`src/hw/asr_pkg.sv`:
```
/*
 * Constants, state types and shared helpers for the asynchronous serial
 * receiver. Assumes a single 50 MHz core clock and a fixed line rate.
 */
// Functional notes
// - sample line at sixteen ticks per bit
// - enabling receiver starts start-bit search
// - low after three highs starts bit, sets active
// - other low in search flags working noise
// - phases 3 and 5 high reject start
// - two of phases 3,5,7 high reject
// - phase restarts on falling edge or phase 16
// - hold sync through stop, then search again
// - every bit voted from phases 8,9,10
// - disagreeing samples set working noise
// - working noise sets noise flag with full
// - shifter and holding buffer double-buffer data
// - disabled receiver held initialised
// - start, eight data lsb first, ninth optional
// - zero stop bit sets framing error
// - full blocks transfer, flags overrun, keeps data
// - frame sets full or overrun, never both
// - interrupt while full and enabled
// - all frame flags set in one cycle
// - status read arms, data read clears flags
// - frame length select picks 10 or 11 bits
// - parity enable makes last data bit parity
package asr_pkg;

	// ------------------------------------------------------------------
	// timing
	// ------------------------------------------------------------------
	localparam int         CLK_HZ    = 50_000_000;
	localparam int         BAUD_HZ   = 115200;
	localparam int         OVS       = 16;
	localparam int         TICK_DIV  = CLK_HZ / (BAUD_HZ * OVS);
	localparam logic [8:0] TICK_LAST = 9'(TICK_DIV - 1);

	// ------------------------------------------------------------------
	// sample phases and bit positions
	// ------------------------------------------------------------------
	localparam logic [4:0] PH_1  = 5'h01;
	localparam logic [4:0] PH_3  = 5'h03;
	localparam logic [4:0] PH_5  = 5'h05;
	localparam logic [4:0] PH_7  = 5'h07;
	localparam logic [4:0] PH_8  = 5'h08;
	localparam logic [4:0] PH_9  = 5'h09;
	localparam logic [4:0] PH_10 = 5'h0A;
	localparam logic [4:0] PH_16 = 5'h10;
	localparam logic [3:0] IDX_START = 4'h0;
	localparam logic [3:0] IDX_D0    = 4'h1;
	localparam logic [3:0] IDX_D7    = 4'h8;
	localparam logic [3:0] IDX_NINTH = 4'h9;
	localparam logic [3:0] IDX_STOP8 = 4'h9;
	localparam logic [3:0] IDX_STOP9 = 4'hA;
	localparam logic [2:0] HIST_HIGH = 3'h7;

	// ------------------------------------------------------------------
	// state
	// ------------------------------------------------------------------
	typedef enum logic [1:0] {
		ASR_SEARCH,
		ASR_START,
		ASR_BITS
	} asr_mode_t;

	typedef struct packed {
		asr_mode_t  mode;
		logic [4:0] phase;
		logic [3:0] bit_idx;
		logic [2:0] hist;
		logic       s_a;
		logic       s_b;
		logic       rx_active_flag;
		logic       wnoise;
		logic [8:0] shf;
		logic [7:0] hold;
		logic       hold9;
		logic       full;
		logic       ovr;
		logic       nf;
		logic       fe;
		logic       pf;
		logic       armed;
		logic       irq;
	} asr_rx_state_t;

	localparam asr_rx_state_t RX_RESET = '0;

	// ------------------------------------------------------------------
	// helpers
	// ------------------------------------------------------------------
	function automatic logic maj3(input logic a, input logic b,
		input logic c);
		maj3 = (a & b) | (a & c) | (b & c);
	endfunction : maj3

	function automatic logic differ3(input logic a, input logic b,
		input logic c);
		differ3 = (a != b) || (b != c);
	endfunction : differ3

endpackage : asr_pkg

```
`src/hw/asr_smp_if.sv`:
```
/*
 * Carrier between the tick/synchroniser module and the receiver core.
 * Assumes both ends run on the same core clock.
 */
interface asr_smp_if;
	logic tick;   // one-cycle oversample pulse
	logic line;   // synchronised receive line

	// ------------------------------------------------------------------
	// modports
	// ------------------------------------------------------------------
	modport src (output tick, output line);
	modport dst (input tick, input line);
endinterface : asr_smp_if

```
`src/hw/asr_rx.sv`:
```
/*
 * Asynchronous serial receiver: start-bit qualification, mid-bit
 * majority voting, double-buffered holding register and status flags.
 * Assumes reads of the status and data words arrive as one-cycle pulses
 * from logic on core_clk_i; the receive pin is asynchronous.
 */
module asr_rx (
	// clock and reset
	input  wire logic       core_clk_i,
	input  wire logic       reset_i,
	input  wire logic       clk_en_i,
	// receive pin
	input  wire logic       rx_line_i,
	// control
	input  wire logic       rx_on_ctl_i,
	input  wire logic       nine_bit_i,
	input  wire logic       parity_on_i,
	input  wire logic       parity_odd_i,
	input  wire logic       rx_irq_en_i,
	// processor read strobes
	input  wire logic       status_rd_i,
	input  wire logic       data_rd_i,
	// received data
	output logic      [7:0] rx_holding_buffer_o,
	output logic            ninth_rx_bit_o,
	// status
	output logic            rx_full_flag_o,
	output logic            overrun_flag_o,
	output logic            noise_flag_o,
	output logic            framing_err_flag_o,
	output logic            parity_err_flag_o,
	output logic            rx_active_flag_o,
	output logic            rx_irq_o
);

	asr_smp_if smp ();

	asr_pkg::asr_rx_state_t r_reg;
	asr_pkg::asr_rx_state_t r_next;

	logic       adv;
	logic       line;
	logic       fall;
	logic       vote;
	logic       noisy;
	logic       frame_done;
	logic       parity_bad;
	logic [3:0] last_idx;
	logic [4:0] ph_inc;

	// ------------------------------------------------------------------
	// oversample tick and line synchroniser
	// ------------------------------------------------------------------
	asr_tick u_tick (
		.core_clk_i (core_clk_i),
		.reset_i    (reset_i),
		.clk_en_i   (clk_en_i),
		.rx_line_i  (rx_line_i),
		.smp        (smp.src)
	);

	// derived sampling terms
	assign adv      = smp.tick & clk_en_i;
	assign line     = smp.line;
	assign fall     = r_reg.hist[0] & ~line;
	assign vote     = asr_pkg::maj3(r_reg.s_a, r_reg.s_b, line);
	assign last_idx = nine_bit_i ? asr_pkg::IDX_STOP9
		: asr_pkg::IDX_STOP8;
	assign ph_inc   = r_reg.phase + 5'h01;
	// the parity bit sits in the last data position, so the sum of all
	// data bits including it must be even (or odd)
	assign parity_bad = (nine_bit_i ? ^r_reg.shf : ^r_reg.shf[7:0])
		^ parity_odd_i;

	// ------------------------------------------------------------------
	// next-state logic
	// ------------------------------------------------------------------
	always_comb begin
		r_next     = r_reg;
		frame_done = 1'b0;
		noisy      = 1'b0;

		// status word read arms, data word read clears; placed first so
		// that a frame ending in the same cycle wins over the clear
		if (clk_en_i && status_rd_i) begin
			r_next.armed = 1'b1;
		end
		if (clk_en_i && data_rd_i && r_reg.armed) begin
			r_next.armed = 1'b0;
			r_next.full  = 1'b0;
			r_next.ovr   = 1'b0;
			r_next.nf    = 1'b0;
			r_next.fe    = 1'b0;
			r_next.pf    = 1'b0;
		end

		if (!rx_on_ctl_i) begin
			// disabled: bit processor held at its initial state
			r_next.mode    = asr_pkg::ASR_SEARCH;
			r_next.rx_active_flag     = 1'b0;
			r_next.wnoise  = 1'b0;
			r_next.hist    = '0;
			r_next.phase   = '0;
			r_next.bit_idx = '0;
		end else if (adv) begin
			r_next.hist = {r_reg.hist[1:0], line};
			case (r_reg.mode)
				asr_pkg::ASR_SEARCH: begin
					// searching begins as soon as the receiver is on
					if (fall && r_reg.hist == asr_pkg::HIST_HIGH) begin
						r_next.mode  = asr_pkg::ASR_START;
						r_next.phase = asr_pkg::PH_1;
						r_next.rx_active_flag   = 1'b1;
					end else if (fall) begin
						r_next.wnoise = 1'b1;
					end
				end
				asr_pkg::ASR_START: begin
					// no resynchronising before the start is qualified;
					// r_reg.phase names the previous tick, ph_inc this one
					r_next.phase = ph_inc;
					if (ph_inc == asr_pkg::PH_3) begin
						r_next.s_a = line;
					end else if (ph_inc == asr_pkg::PH_5) begin
						r_next.s_b = line;
						if (r_reg.s_a && line) begin
							r_next.wnoise = 1'b1;
							r_next.rx_active_flag    = 1'b0;
							r_next.mode   = asr_pkg::ASR_SEARCH;
						end
					end else if (ph_inc == asr_pkg::PH_7) begin
						if (vote) begin
							r_next.wnoise = 1'b1;
							r_next.rx_active_flag    = 1'b0;
							r_next.mode   = asr_pkg::ASR_SEARCH;
						end else begin
							if (asr_pkg::differ3(r_reg.s_a, r_reg.s_b,
								line)) begin
								r_next.wnoise = 1'b1;
							end
							r_next.mode    = asr_pkg::ASR_BITS;
							r_next.bit_idx = asr_pkg::IDX_START;
						end
					end
				end
				asr_pkg::ASR_BITS: begin
					// resync on any falling edge or after phase 16
					if (fall || r_reg.phase == asr_pkg::PH_16) begin
						r_next.phase = asr_pkg::PH_1;
						// an edge past the vote opens the next bit time
						if (r_reg.phase >= asr_pkg::PH_10) begin
							r_next.bit_idx = r_reg.bit_idx + 4'h1;
						end
					end else begin
						r_next.phase = ph_inc;
					end
					// samples at phases 8, 9, 10 for every bit
					if (r_next.phase == asr_pkg::PH_8) begin
						r_next.s_a = line;
					end else if (r_next.phase == asr_pkg::PH_9) begin
						r_next.s_b = line;
					end else if (r_next.phase == asr_pkg::PH_10) begin
						noisy = asr_pkg::differ3(r_reg.s_a, r_reg.s_b,
							line);
						if (noisy) begin
							r_next.wnoise = 1'b1;
						end
						// data lsb first into the hidden shifter
						if (r_reg.bit_idx >= asr_pkg::IDX_D0 &&
							r_reg.bit_idx <= asr_pkg::IDX_D7) begin
							r_next.shf[r_reg.bit_idx - asr_pkg::IDX_D0] =
								vote;
						end
						if (nine_bit_i &&
							r_reg.bit_idx == asr_pkg::IDX_NINTH) begin
							r_next.shf[8] = vote;
						end
						if (r_reg.bit_idx == last_idx) begin
							frame_done = 1'b1;
						end
					end
					if (frame_done) begin
						// sync released at the stop bit's phase-10 vote
						r_next.mode    = asr_pkg::ASR_SEARCH;
						r_next.rx_active_flag     = 1'b0;
						r_next.wnoise  = 1'b0;
						r_next.bit_idx = '0;
						// every flag of the frame lands here at once
						if (r_reg.full) begin
							r_next.ovr = 1'b1;
						end else begin
							r_next.full  = 1'b1;
							r_next.hold  = r_reg.shf[7:0];
							r_next.hold9 = nine_bit_i ? r_reg.shf[8]
								: r_reg.hold9;
							r_next.nf    = r_reg.wnoise | noisy;
							r_next.fe    = ~vote;
							r_next.pf    = parity_on_i & parity_bad;
							r_next.armed = 1'b0;
						end
					end
				end
				default: begin
					r_next.mode = asr_pkg::ASR_SEARCH;
				end
			endcase
		end

		// request while data waits and the enable is set
		r_next.irq = r_next.full & rx_irq_en_i;
	end

	// ------------------------------------------------------------------
	// state register
	// ------------------------------------------------------------------
	always_ff @(posedge core_clk_i or posedge reset_i) begin
		if (reset_i) begin
			r_reg <= asr_pkg::RX_RESET;
		end else if (clk_en_i) begin
			r_reg <= r_next;
		end
	end

	// outputs straight from the state register
	assign rx_holding_buffer_o = r_reg.hold;
	assign ninth_rx_bit_o      = r_reg.hold9;
	assign rx_full_flag_o      = r_reg.full;
	assign overrun_flag_o      = r_reg.ovr;
	assign noise_flag_o        = r_reg.nf;
	assign framing_err_flag_o  = r_reg.fe;
	assign parity_err_flag_o   = r_reg.pf;
	assign rx_active_flag_o    = r_reg.rx_active_flag;
	assign rx_irq_o            = r_reg.irq;
endmodule : asr_rx

```
`src/hw/asr_tick.sv`:
```
/*
 * Oversample tick generator and receive-line synchroniser.
 * Assumes the receive pin is asynchronous to core_clk_i.
 */
module asr_tick (
	// clock and reset
	input  wire logic core_clk_i,
	input  wire logic reset_i,
	input  wire logic clk_en_i,
	// receive pin
	input  wire logic rx_line_i,
	// to the receiver core
	asr_smp_if.src    smp
);

	typedef struct packed {
		logic [8:0] cnt;
		logic [1:0] sync;
		logic       tick;
	} asr_tick_state_t;

	asr_tick_state_t r_reg;
	asr_tick_state_t r_next;

	// ------------------------------------------------------------------
	// divider and two-stage synchroniser
	// ------------------------------------------------------------------
	// sync[0] feeds only sync[1]; nothing else looks at the first stage
	always_comb begin
		r_next      = r_reg;
		r_next.sync = {r_reg.sync[0], rx_line_i};
		r_next.tick = 1'b0;
		if (r_reg.cnt == asr_pkg::TICK_LAST) begin
			r_next.cnt  = '0;
			r_next.tick = 1'b1;   // sixteen per bit time
		end else begin
			r_next.cnt = r_reg.cnt + 9'h001;
		end
	end

	// state register, frozen while the clock enable is low
	always_ff @(posedge core_clk_i or posedge reset_i) begin
		if (reset_i) begin
			r_reg <= '0;
		end else if (clk_en_i) begin
			r_reg <= r_next;
		end
	end

	assign smp.tick = r_reg.tick;
	assign smp.line = r_reg.sync[1];

endmodule : asr_tick

```
`config.mk`:
```
export PLATFORM = sky130hd
export DESIGN_NAME = asr_rx
export DESIGN_NICKNAME = d
export VERILOG_FILES = /design/src/hw/asr_pkg.sv /design/src/hw/asr_smp_if.sv /design/src/hw/asr_rx.sv /design/src/hw/asr_tick.sv
export SDC_FILE = /design/constraint.sdc
export NUM_CORES = 1
export LEC_CHECK = 0
export BUFFER_PORTS_ARGS = -buffer_cell sky130_fd_sc_hd__buf_2
export CORE_ASPECT_RATIO = 1.25
export CORE_MARGIN = 1.5
export CORE_UTILIZATION = 50
export CTS_CLUSTER_DIAMETER = 40
export CTS_CLUSTER_SIZE = 40
export DETAILED_ROUTE_END_ITERATION = 8
export GPL_ROUTABILITY_DRIVEN = 0
export PLACE_DENSITY = 0.68
export SLEW_MARGIN = 20
export SYNTH_ARGS = -nofsm -noshare
export SYNTH_HDL_FRONTEND = slang
export SYNTH_SLANG_ARGS = --single-unit
```
`constraint.sdc`:
```
create_clock -name core_clk_i -period 6.21 [get_ports core_clk_i]
set_input_delay 1.242 -clock core_clk_i [delete_from_list [all_inputs] [get_ports core_clk_i]]
set_output_delay 1.242 -clock core_clk_i [all_outputs]
set_load 0.01 [all_outputs]
```
==> results of run 1 <==
==> metrics by stage <==
step | total power [uW] | cell area [um^2] | hold WS [ns]
2_1_floorplan | 508.8 | 3347 | 0.4464
3_3_place_gp | 540.3 | 3458 | 0.4754
3_5_place_dp | 544.5 | 3458 | 0.4760
4_1_cts | 789.2 | 3573 | 0.4908
5_1_grt | 823.5 | 3573 | 0.5240
6_report | 779.3 | 3573 | 0.4808
==> worst min path at each step <==
stage	slack (ns)	cells after the start	endpoint	startpoint
after floorplan	0.45	1	u_tick.r_reg[11]	u_tick.r_reg[11]
after global placement	0.48	1	u_tick.r_reg[11]	u_tick.r_reg[11]
after detailed placement	0.48	1	u_tick.r_reg[11]	u_tick.r_reg[11]
after CTS	0.49	1	u_tick.r_reg[11]	u_tick.r_reg[11]
after global routing	0.52	1	u_tick.r_reg[11]	u_tick.r_reg[11]
final	0.48	1	u_tick.r_reg[11]	u_tick.r_reg[11]
==> per-layer routing <==
layer  up-vias  global-route usage
met2        71              0.3386
met1      1194              0.2511
li1       1240                   -
met3        16             0.02319
met5         -                   0
met4         0             0.08488
==> kinds of logic (layout without fill, tap and decap cells) <==
kind of cell               after synthesis  count (layout)  synth area share
adders and majority gates               16              16           0.05981
DFF                                     55              55            0.4112
muxes                                   24              24           0.08112
AOI/OAI and AO/OA                       80              80            0.1671
xor gates and xnor gates                13              13           0.03402
buffers and inverters                   37              50           0.05719
and+or+nand+nor                        110             110            0.1895
==> worst reg2reg max path, stage by stage, from the launching register on <==
cell      delay [ns]
dfrtp_1         0.51
ha_1            0.44
inv_1           0.14
o32ai_2         0.46
o211ai_2        0.19
or3_1           0.67
nor2_1          0.20
mux2_2          0.34
==> cell usage after synthesis (all sizes together) (3+ instances only) <==
cell	number	area (um^2)
clkbuf	9	33.78
nand3	18	90.09
a21oi	18	93.84
nand2	22	82.58
o21ai	18	90.08
a22o	6	52.55
inv	15	56.30
dfrtp	55	1376
nor3	6	41.29
nor4	4	31.28
nor4b	3	41.29
nand2b	5	31.28
a21o	6	45.04
xnor2	11	96.34
o31ai	3	22.52
or3	4	25.02
a31oi	10	62.56
nor3b	3	22.52
nor2	18	67.56
ha	16	200.2
mux2	22	251.5
and3	5	31.28
buf	13	101.3
nand4	6	37.54
==> cell type report <==
type                    count  share of cell area
clock buffers               5             0.01926
clock inverters             3             0.01296
repair buffers             27             0.03852
multi-input cells         243              0.4979
flip-flops and latches     55              0.3852
well taps                  87             0.03046
inverters                  15             0.01576
==> power by group <==
group,leakage [uW],internal (uW),switching [uW]
sequential,0.000747,384,35.3
clock,0.0000548,122,120
combinational,0.000827,50.5,67.9
total,0.00163,557,223
==> summary.md, run 1 <==
| Metric | Value |
|---|---|
| Number of cells on the critical path | 6 |
| Total setup violations reported at the end of the flow | 0 |
| Worst Hold Class | flip-flop to flip-flop |
| Clock period minus final worst setup slack | 3.163 ns |
| Post-CTS setup buffers | 0 |
| Number of buffers added on ports | 26 |
| FILL cells | 595 |
| Synthesized Nets | approximately 360 |
| Critical-path cell with the highest stage delay | nor3b_1 |
| Period utilisation layout | 0.5093 |
| Area of the core | approximately 0.0065 mm^2 |
| Met3 wire length | roughly 250 um |
| Number of cells on the worst reg-to-reg path | 7 |
| Root buf cell | clkbuf_8 |
| Resized Gates After CTS | 0 |
| First-pass GRT wire length | about 11000 um |
| Run status | finished, final reports clean |
| Setup repair after global routing missed its margin | false |
| Proportion of synthesized chip area in sequential cells | 0.4112 |
| Async set or reset register ratio after synthesis | 1.000 |
| Detailed router's first-iteration violation count | roughly 210 |
| Worst R2R Setup Slack | 3.16 ns |
| Overall Global Routing Usage | 0.1964 |
| Worst relative slew slack | 0.3944 |
| Global route total overflow | 0 |
| Clock tree from TritonCTS | built |
| Final cell count without fillers | 435 |
| Slew at the pin closest to its max-slew limit | about 0.9 ns |
| Sum of negative setup slack | 0 ns |
| Maximum buffer depth of the clock tree | 2 |
| Metal-1 WL | a little over 3000 um |
| # Max-Cap Violations | 0 |
| NumNets Final | around 370 |
| Number of enable-type register cells in the synthesized netlist | 0 |
| Hold-fix buffers, CTS | 0 |
| Clock input transition at the sequential cells of the worst setup and hold paths | approximately 0.11 ns |
| Source of the worst register-to-register timing path | r_reg[37] |
| Count of final max-slew check failures | 0 |
| Flip-flop and latch area | about 0.0014 mm^2 |
| CP arrival | around 3.4 ns |
| Most common library cell in the layout ignoring fill and taps | dfrtp_1 |
| Wire length reported by the detailed router | 6732 um |
| Worst-case vdd ir drop | around 0.12 mV |
| Static leakage | about 0.0016 uW |
| Max Clock Skew | 0.01328 ns |
| Launching instance or port of the critical path | rx_on_ctl_i |
| Top routing layer in use | met4 |
| Floorplan die area | roughly 0.0072 mm^2 |
| Post-synthesis area per instance | about 10 um^2 |
| Routed length per placed instance | approximately 15 um |
| Synthesized area | between 0.003 and 0.004 mm^2 |
| FF-to-FF End | ninth_rx_bit_o |
| Area Overhead vs Synth | 6.766% |
| Number of inserted diodes | 0 |
| Fraction of the core area covered by cells at the end of the flow | 0.5478 |
| Count of mapped cells out of synthesis | around 340 |
| Number of core rows | 33 |
| Worst stage delay on the critical path | around 0.59 ns |
| Horiz. Die Dim | approximately 76 um |
| Max H-tree Level | 2 |
| Number of warnings issued by yosys | 0 |
| Source-to-sink clock delay at the later pin of the worst-skew pair | a little over 0.3 ns |
| Data required time at the worst endpoint | around 6.4 ns |
| Worst path setup slack after routing | 3.047 ns |
| Via count | 2521 |
| Cts bufs inserted | 5 |
| Total number of clock tree sinks | 55 |
| Count of buffering cells on the critical path with inverters included | 1 |
| Post-synth top flop | dfrtp_1 |
| Nature of the critical path startpoint | input port |
| Worst setup path end | r_reg[24] |
| Family with the most delay on the worst path | simple AND/OR/NAND/NOR gates |
| Vias per Instance | 5.795 |
| Number of optimization iterations in the first detailed-route pass | 4 |
| Total half-perimeter wirelength after legalization and detailed placement | 4983 um |
| Total DRC errors in the routed layout | 0 |
| Maximum number of pins on one net before global-route repair | 56 |
| Final hold viol count | 0 |
| Top achievable clock speed | between 300 and 400 MHz |
| Initial antenna violation count | 0 |
| Type of the worst setup path | input port to flip-flop |
| Biggest fanout along the worst timing path | 14 |
| Overall die height | 94.48 um |
| Power density of the placed cells | between 200 and 250 mW/mm^2 |
| I/O pin total | 27 |
| Type of element capturing the critical path | flip-flop |
| Number of global-route vias before repair | 2392 |
| Critical-path cell list | buf_2, and3_1, nand2_1, nor3b_1, and4bb_2, mux2_2 |
| Share of layout cells above drive strength 1 | 0.2040 |
| Post-placement setup slack | about 2.7 ns |
| Commonest non-fill, non-tap cells in the layout | 55 x dfrtp_1, 26 x buf_2, 22 x nand2_1 |
| Number of antenna-violating nets in the routed design | 0 |
| Initial cell density of the core | 0.5130 |
| Instance count after placement with tap cells included | about 430 |
| Flip-flop and latch count after synthesis | 55 |
| Library cells used by synthesis | between 60 and 70 |
| Combined area of the multi-input logic cells | between 0.0015 and 0.002 mm^2 |
| Met2 WL post-DR | about 3200 um |
(Power assumes the default switching activity.)
==> run 2, diff against run 1 <==
==> constraint.sdc (replaced) <==
create_clock -name core_clk_i -period 3.1 [get_ports core_clk_i]
set_input_delay 0.62 -clock core_clk_i [delete_from_list [all_inputs] [get_ports core_clk_i]]
set_output_delay 0.62 -clock core_clk_i [all_outputs]
set_load 0.01 [all_outputs]
==> run 2 against run 1 <==
Combinational power rose by 110%. Sequential power rose by 100%. Critical path depth rose by 1. Worst hold slack improved by 0.0098 ns. Largest power group unchanged. Largest cell class unchanged. First-iteration DRC count fell by 55%. Sequential share of layout area fell by 0.31 points. Utilization rose by 0.44 points. Count of clock-buffer cells in the layout rose by 1. Via count barely moved.
==> summary.md, run 2 (synthesis gave the netlist of run 1 again) <==
| Metric | Value |
|---|---|
| Run status | finished, final reports clean |
| Share of power burned in combinational logic | 0.163 |
| Horiz. Die Dim | roughly 76 um |
| Data required time at the worst endpoint | 3.29 ns |
| Source-to-sink clock delay at the later pin of the worst-skew pair | 0.31 ns |
| Final hold viol count | 0 |
| Static leakage | 0.001652 uW |
| Number of optimization iterations in the first detailed-route pass | 4 |
| Via count | approximately 2500 |
| Worst-case vdd ir drop | approximately 0.21 mV |
| Clock tree from TritonCTS | built |
| Worst R2R Setup Slack | 0.33 ns |
| Initial antenna violation count | 0 |
| Switching part of the total | 0.2931 |
| Wire length reported by the detailed router | 6834 um |
| Number of antenna-violating nets in the routed design | 0 |
| Count of final max-slew check failures | 0 |
| I/O pin total | 27 |
| Sequential cell fraction of total power | 0.559 |
| Initial cell density of the core | 0.5130 |
| Max H-tree Level | 2 |
| Launching instance or port of the critical path | r_reg[37] |
| Number of global-route vias before repair | around 2400 |
| Root buf cell | clkbuf_8 |
| Worst Hold Class | input port to async pin |
| Number of core rows | 33 |
| Source of the worst register-to-register timing path | r_reg[37] |
| Global route total overflow | 0 |
| FF-to-FF End | rx_holding_buffer_o[2] |
| Number of buffers added on ports | 26 |
| Nature of the critical path startpoint | flip-flop |
| Worst relative slew slack | 0.5106 |
| NumNets Final | 380 |
| Share of layout cells above drive strength 1 | 0.2175 |
| Most common library cell in the layout ignoring fill and taps | dfrtp_1 |
| Vias per Instance | between 5 and 6 |
| Number of inserted diodes | 0 |
| Hold-fix buffers, CTS | 0 |
| Area of the core | about 0.0065 mm^2 |
| Worst hold slack across all endpoints | about 0.49 ns |
| CP arrival | 2.97 ns |
| Instance count after placement with tap cells included | 433 |
| Total DRC errors in the routed layout | 0 |
| Max Clock Skew | around 0.011 ns |
| Resized Gates After CTS | 0 |
| Clock period minus final worst setup slack | 2.774 ns |
| Overall Global Routing Usage | 0.2002 |
| Floorplan die area | about 0.0072 mm^2 |
| Type of the worst setup path | flip-flop to flip-flop |
| Routed length per placed instance | about 15 um |
| # Max-Cap Violations | 0 |
| Biggest fanout along the worst timing path | 14 |
| Type of element capturing the critical path | flip-flop |
| Maximum number of pins on one net before global-route repair | 56 |
| Placed cell area | ~0.0035 mm^2 |
| Number of cells on the worst reg-to-reg path | 7 |
| Worst path setup slack after routing | approximately 0.33 ns |
| First-pass GRT wire length | roughly 12000 um |
| Final design area excluding fillers | 0.003602 mm^2 |
| Setup repair after global routing missed its margin | false |
| Area Overhead vs Synth | 7.626% |
| Slew at the pin closest to its max-slew limit | about 0.73 ns |
| Total half-perimeter wirelength after legalization and detailed placement | a little over 5000 um |
| Clock input transition at the sequential cells of the worst setup and hold paths | 0.11 ns |
| Top achievable clock speed | 360.5 MHz |
| Clock power share | 0.278 |
| Final cell count without fillers | ~440 |
| Power density of the placed cells | ~420 mW/mm^2 |
| Sum of negative setup slack | 0 ns |
| Internal power | roughly 1100 uW |
| Post-CTS setup buffers | 0 |
| Total number of clock tree sinks | 55 |
| Detailed router's first-iteration violation count | 94 |
| Overall die height | between 90 and 100 um |
| Total net switching power | about 440 uW |
| Maximum buffer depth of the clock tree | 2 |
| Post-placement setup slack | 0.3651 ns |
| Commonest non-fill, non-tap cells in the layout | 55 x dfrtp_1, 26 x buf_2, 22 x nand2_1 |
| Cts bufs inserted | 5 |
| Total setup violations reported at the end of the flow | 0 |
| Period utilisation layout | 0.8948 |
-- run 2: worst max path at each step --
stage | end | cells after the start
global placement | rx_holding_buffer_o[2] | 7
floorplan | ninth_rx_bit_o | 9
global route | rx_holding_buffer_o[2] | 7
finish | rx_holding_buffer_o[2] | 7
CTS | rx_holding_buffer_o[2] | 7
detailed placement | rx_holding_buffer_o[2] | 7
-- run 2: per-layer routing --
metal	vias to the layer above	global-route usage	part of all wire
li1	1251	-	-
met1	1211	0.2538	0.45
met2	48	0.3559	0.50
met3	10	0.02609	0.028
met4	0	0.06636	0.018
met5	-	0	0
-- run 2: final cells by class --
| class | instances | area [um^2] |
|---|---|---|
| Fill cell | 611 | 2922 |
| Multi-Input combinational cell | 243 | 1779 |
| Sequential cell | 55 | 1376 |
| Timing Repair Buffer | 33 | 182.7 |
| Tap cell | 87 | 108.9 |
| Clock buffer | 6 | 82.58 |
| Inverter | 15 | 56.30 |
| Clock inverter | 2 | 16.27 |
-- run 2: power groups by stage --
stage | combinational, uW | sequential (uW) | clock, uW
2_1_floorplan | 187 | 832 | 0
3_3_place_gp | 237 | 850 | 0
3_5_place_dp | 245 | 853 | 0
4_1_cts | 246 | 839 | 438
5_1_grt | 275 | 849 | 467
6_report | 244 | 839 | 418
-- run 2: metrics by stage --
stage / total power [uW] / utilization
floorplan: 1019 / -
global placement: 1088 / 0.5370
detailed placement: 1098 / 0.5370
CTS: 1522 / 0.5522
global route: 1592 / 0.5522
finish: 1500 / 0.5522
-- run 2: critical path: stages (launching register included) --
cell and delay [ns]:
dfrtp_1 0.49, ha_1 0.41, inv_1 0.13, o32ai_2 0.40, o211ai_2 0.20, or3_1 0.49
buf_4 0.24, mux2_4 0.30
==> run 3, diff against run 2 <==
--- a/config.mk
+++ b/config.mk
@@ -8,12 +8,11 @@
 export BUFFER_PORTS_ARGS = -buffer_cell sky130_fd_sc_hd__buf_2
 export CORE_ASPECT_RATIO = 1.25
 export CORE_MARGIN = 1.5
-export CORE_UTILIZATION = 50
+export CORE_UTILIZATION = 45
 export CTS_CLUSTER_DIAMETER = 40
 export CTS_CLUSTER_SIZE = 40
 export DETAILED_ROUTE_END_ITERATION = 8
 export GPL_ROUTABILITY_DRIVEN = 0
-export PLACE_DENSITY = 0.68
 export SLEW_MARGIN = 20
 export SYNTH_ARGS = -nofsm -noshare
 export SYNTH_HDL_FRONTEND = slang
==> run 3 against run 2 <==
Combinational power is essentially flat. Count of clock-buffer cells in the layout shrank 1. Clock skew is 0.0035 ns lower. Worst hold slack got worse by 0.0065 ns. Critical path type unchanged. Critical endpoint is now rx_holding_buffer_o[6]. Largest cell class unchanged.
==> summary.md, run 3 (synthesis gave the netlist of run 1 again) <==
| Metric | Value |
|---|---|
| Run status | finished, final reports clean |
| Commonest non-fill, non-tap cells in the layout | 55 x dfrtp_1, 26 x buf_2, 22 x nand2_1 |
| Clock tree from TritonCTS | built |
| Most common library cell in the layout ignoring fill and taps | dfrtp_1 |
| Clock period minus final worst setup slack | 2.821 ns |
| Area Overhead vs Synth | 8.523% |
| Final cell count without fillers | roughly 450 |
| Max H-tree Level | 2 |
| Nature of the critical path startpoint | flip-flop |
| Sum of negative setup slack | 0 ns |
| Total number of clock tree sinks | 55 |
| Static leakage | 0.001664 uW |
| Wire length reported by the detailed router | 6978 um |
| Number of global-route vias before repair | about 2400 |
| Instance count after placement with tap cells included | about 440 |
| Horiz. Die Dim | approximately 80 um |
| Maximum buffer depth of the clock tree | 2 |
| Root buf cell | clkbuf_8 |
| Final design area excluding fillers | 0.003632 mm^2 |
| Detailed router's first-iteration violation count | 170 |
| Biggest fanout along the worst timing path | 10 |
| Count of final max-slew check failures | 0 |
| Fraction of the core area covered by cells at the end of the flow | 0.4997 |
| Total setup violations reported at the end of the flow | 0 |
| NumNets Final | 381 |
| Top achievable clock speed | ~350 MHz |
| Total half-perimeter wirelength after legalization and detailed placement | a little over 5000 um |
| Number of buffers added on ports | 26 |
| Number of core rows | 35 |
| Final hold viol count | 0 |
| Worst hold slack across all endpoints | approximately 0.48 ns |
| Type of the worst setup path | flip-flop to flip-flop |
| Share of layout cells above drive strength 1 | 0.2197 |
| FF-to-FF End | rx_holding_buffer_o[6] |
| Number of antenna-violating nets in the routed design | 0 |
| Routed length per placed instance | around 16 um |
| Slew at the pin closest to its max-slew limit | roughly 0.74 ns |
| Source-to-sink clock delay at the later pin of the worst-skew pair | between 0.3 and 0.4 ns |
| Setup repair after global routing missed its margin | false |
| Overall Global Routing Usage | 0.1896 |
| Max Clock Skew | a little under 0.008 ns |
| Type of element capturing the critical path | flip-flop |
| I/O pin total | 27 |
| Worst R2R Setup Slack | 0.28 ns |
| Vias per Instance | about 5.7 |
| Hold-fix buffers, CTS | 0 |
| Number of cells on the worst reg-to-reg path | 7 |
| Initial cell density of the core | 0.4604 |
| Overall die height | ~99 um |
| Cts bufs inserted | 5 |
| CP arrival | slightly above 3 ns |
| Global route total overflow | 0 |
| Resized Gates After CTS | 0 |
| Source of the worst register-to-register timing path | r_reg[37] |
| Power density of the placed cells | approximately 430 mW/mm^2 |
| Clock input transition at the sequential cells of the worst setup and hold paths | around 0.11 ns |
| Number of inserted diodes | 0 |
| Worst relative slew slack | 0.5037 |
| Via count | 2528 |
| Total DRC errors in the routed layout | 0 |
| Worst-case vdd ir drop | roughly 0.19 mV |
| # Max-Cap Violations | 0 |
| Maximum number of pins on one net before global-route repair | 56 |
| Area of the core | just over 0.007 mm^2 |
| Post-CTS setup buffers | 0 |
| Placed cell area | 0.003517 mm^2 |
| Floorplan die area | around 0.008 mm^2 |
| Data required time at the worst endpoint | approximately 3.3 ns |
| Worst Hold Class | input port to async pin |
| Initial antenna violation count | 0 |
| First-pass GRT wire length | 11960 um |
| Number of optimization iterations in the first detailed-route pass | 4 |
| Period utilisation layout | 0.9099 |
==> run 3: worst max-delay path, stage by stage, from the launching register on <==
cell,delay (ns)
dfrtp_1,0.50
ha_1,0.42
inv_1,0.12
o32ai_2,0.38
o211ai_2,0.21
or3_1,0.57
buf_4,0.23
mux2_2,0.27
==> run 3: stage by stage <==
stage	worst slack [ns]	power, uW
global route	0.003526	1668
finish	0.2793	1579
global placement	0.3816	1089
detailed placement	0.2872	1096
floorplan	0.7199	1019
CTS	0.2700	1599
==> run 3: metal layers <==
metal	part of all wire	track usage	up-vias
li1	-	-	1249
met2	0.49	0.3122	47
met3	0.032	0.02936	11
met4	0.022	0.06764	0
met1	0.46	0.2510	1221
met5	0	0	-
==> run 3: power by group <==
part	switching, uW	internal (uW)	leakage (uW)
clock network	256	244	0.0000548
logic	134	107	0.000862
registers	67.4	770	0.000747
==> run 3: how the worst max path moves through the flow <==
stage          slack, ns  startpoint                     end  depth (start not counted)
4_1_cts             0.27   r_reg[37]  rx_holding_buffer_o[6]                          7
6_report            0.28   r_reg[37]  rx_holding_buffer_o[6]                          7
2_1_floorplan       0.72   r_reg[37]          ninth_rx_bit_o                          9
3_3_place_gp        0.38   r_reg[36]          ninth_rx_bit_o                          7
3_5_place_dp        0.29   r_reg[37]          ninth_rx_bit_o                          7
5_1_grt            0.004   r_reg[37]          ninth_rx_bit_o                          7
==> run 3: area by class of cell <==
class / count / area [um^2]
well taps: 92 / 115.1
clock inverters: 3 / 46.29
inverters: 15 / 56.30
multi-input cells: 243 / 1779
repair buffers: 34 / 190.2
clock buffers: 5 / 68.82
flip-flops and latches: 55 / 1376
fillers: 680 / 3637
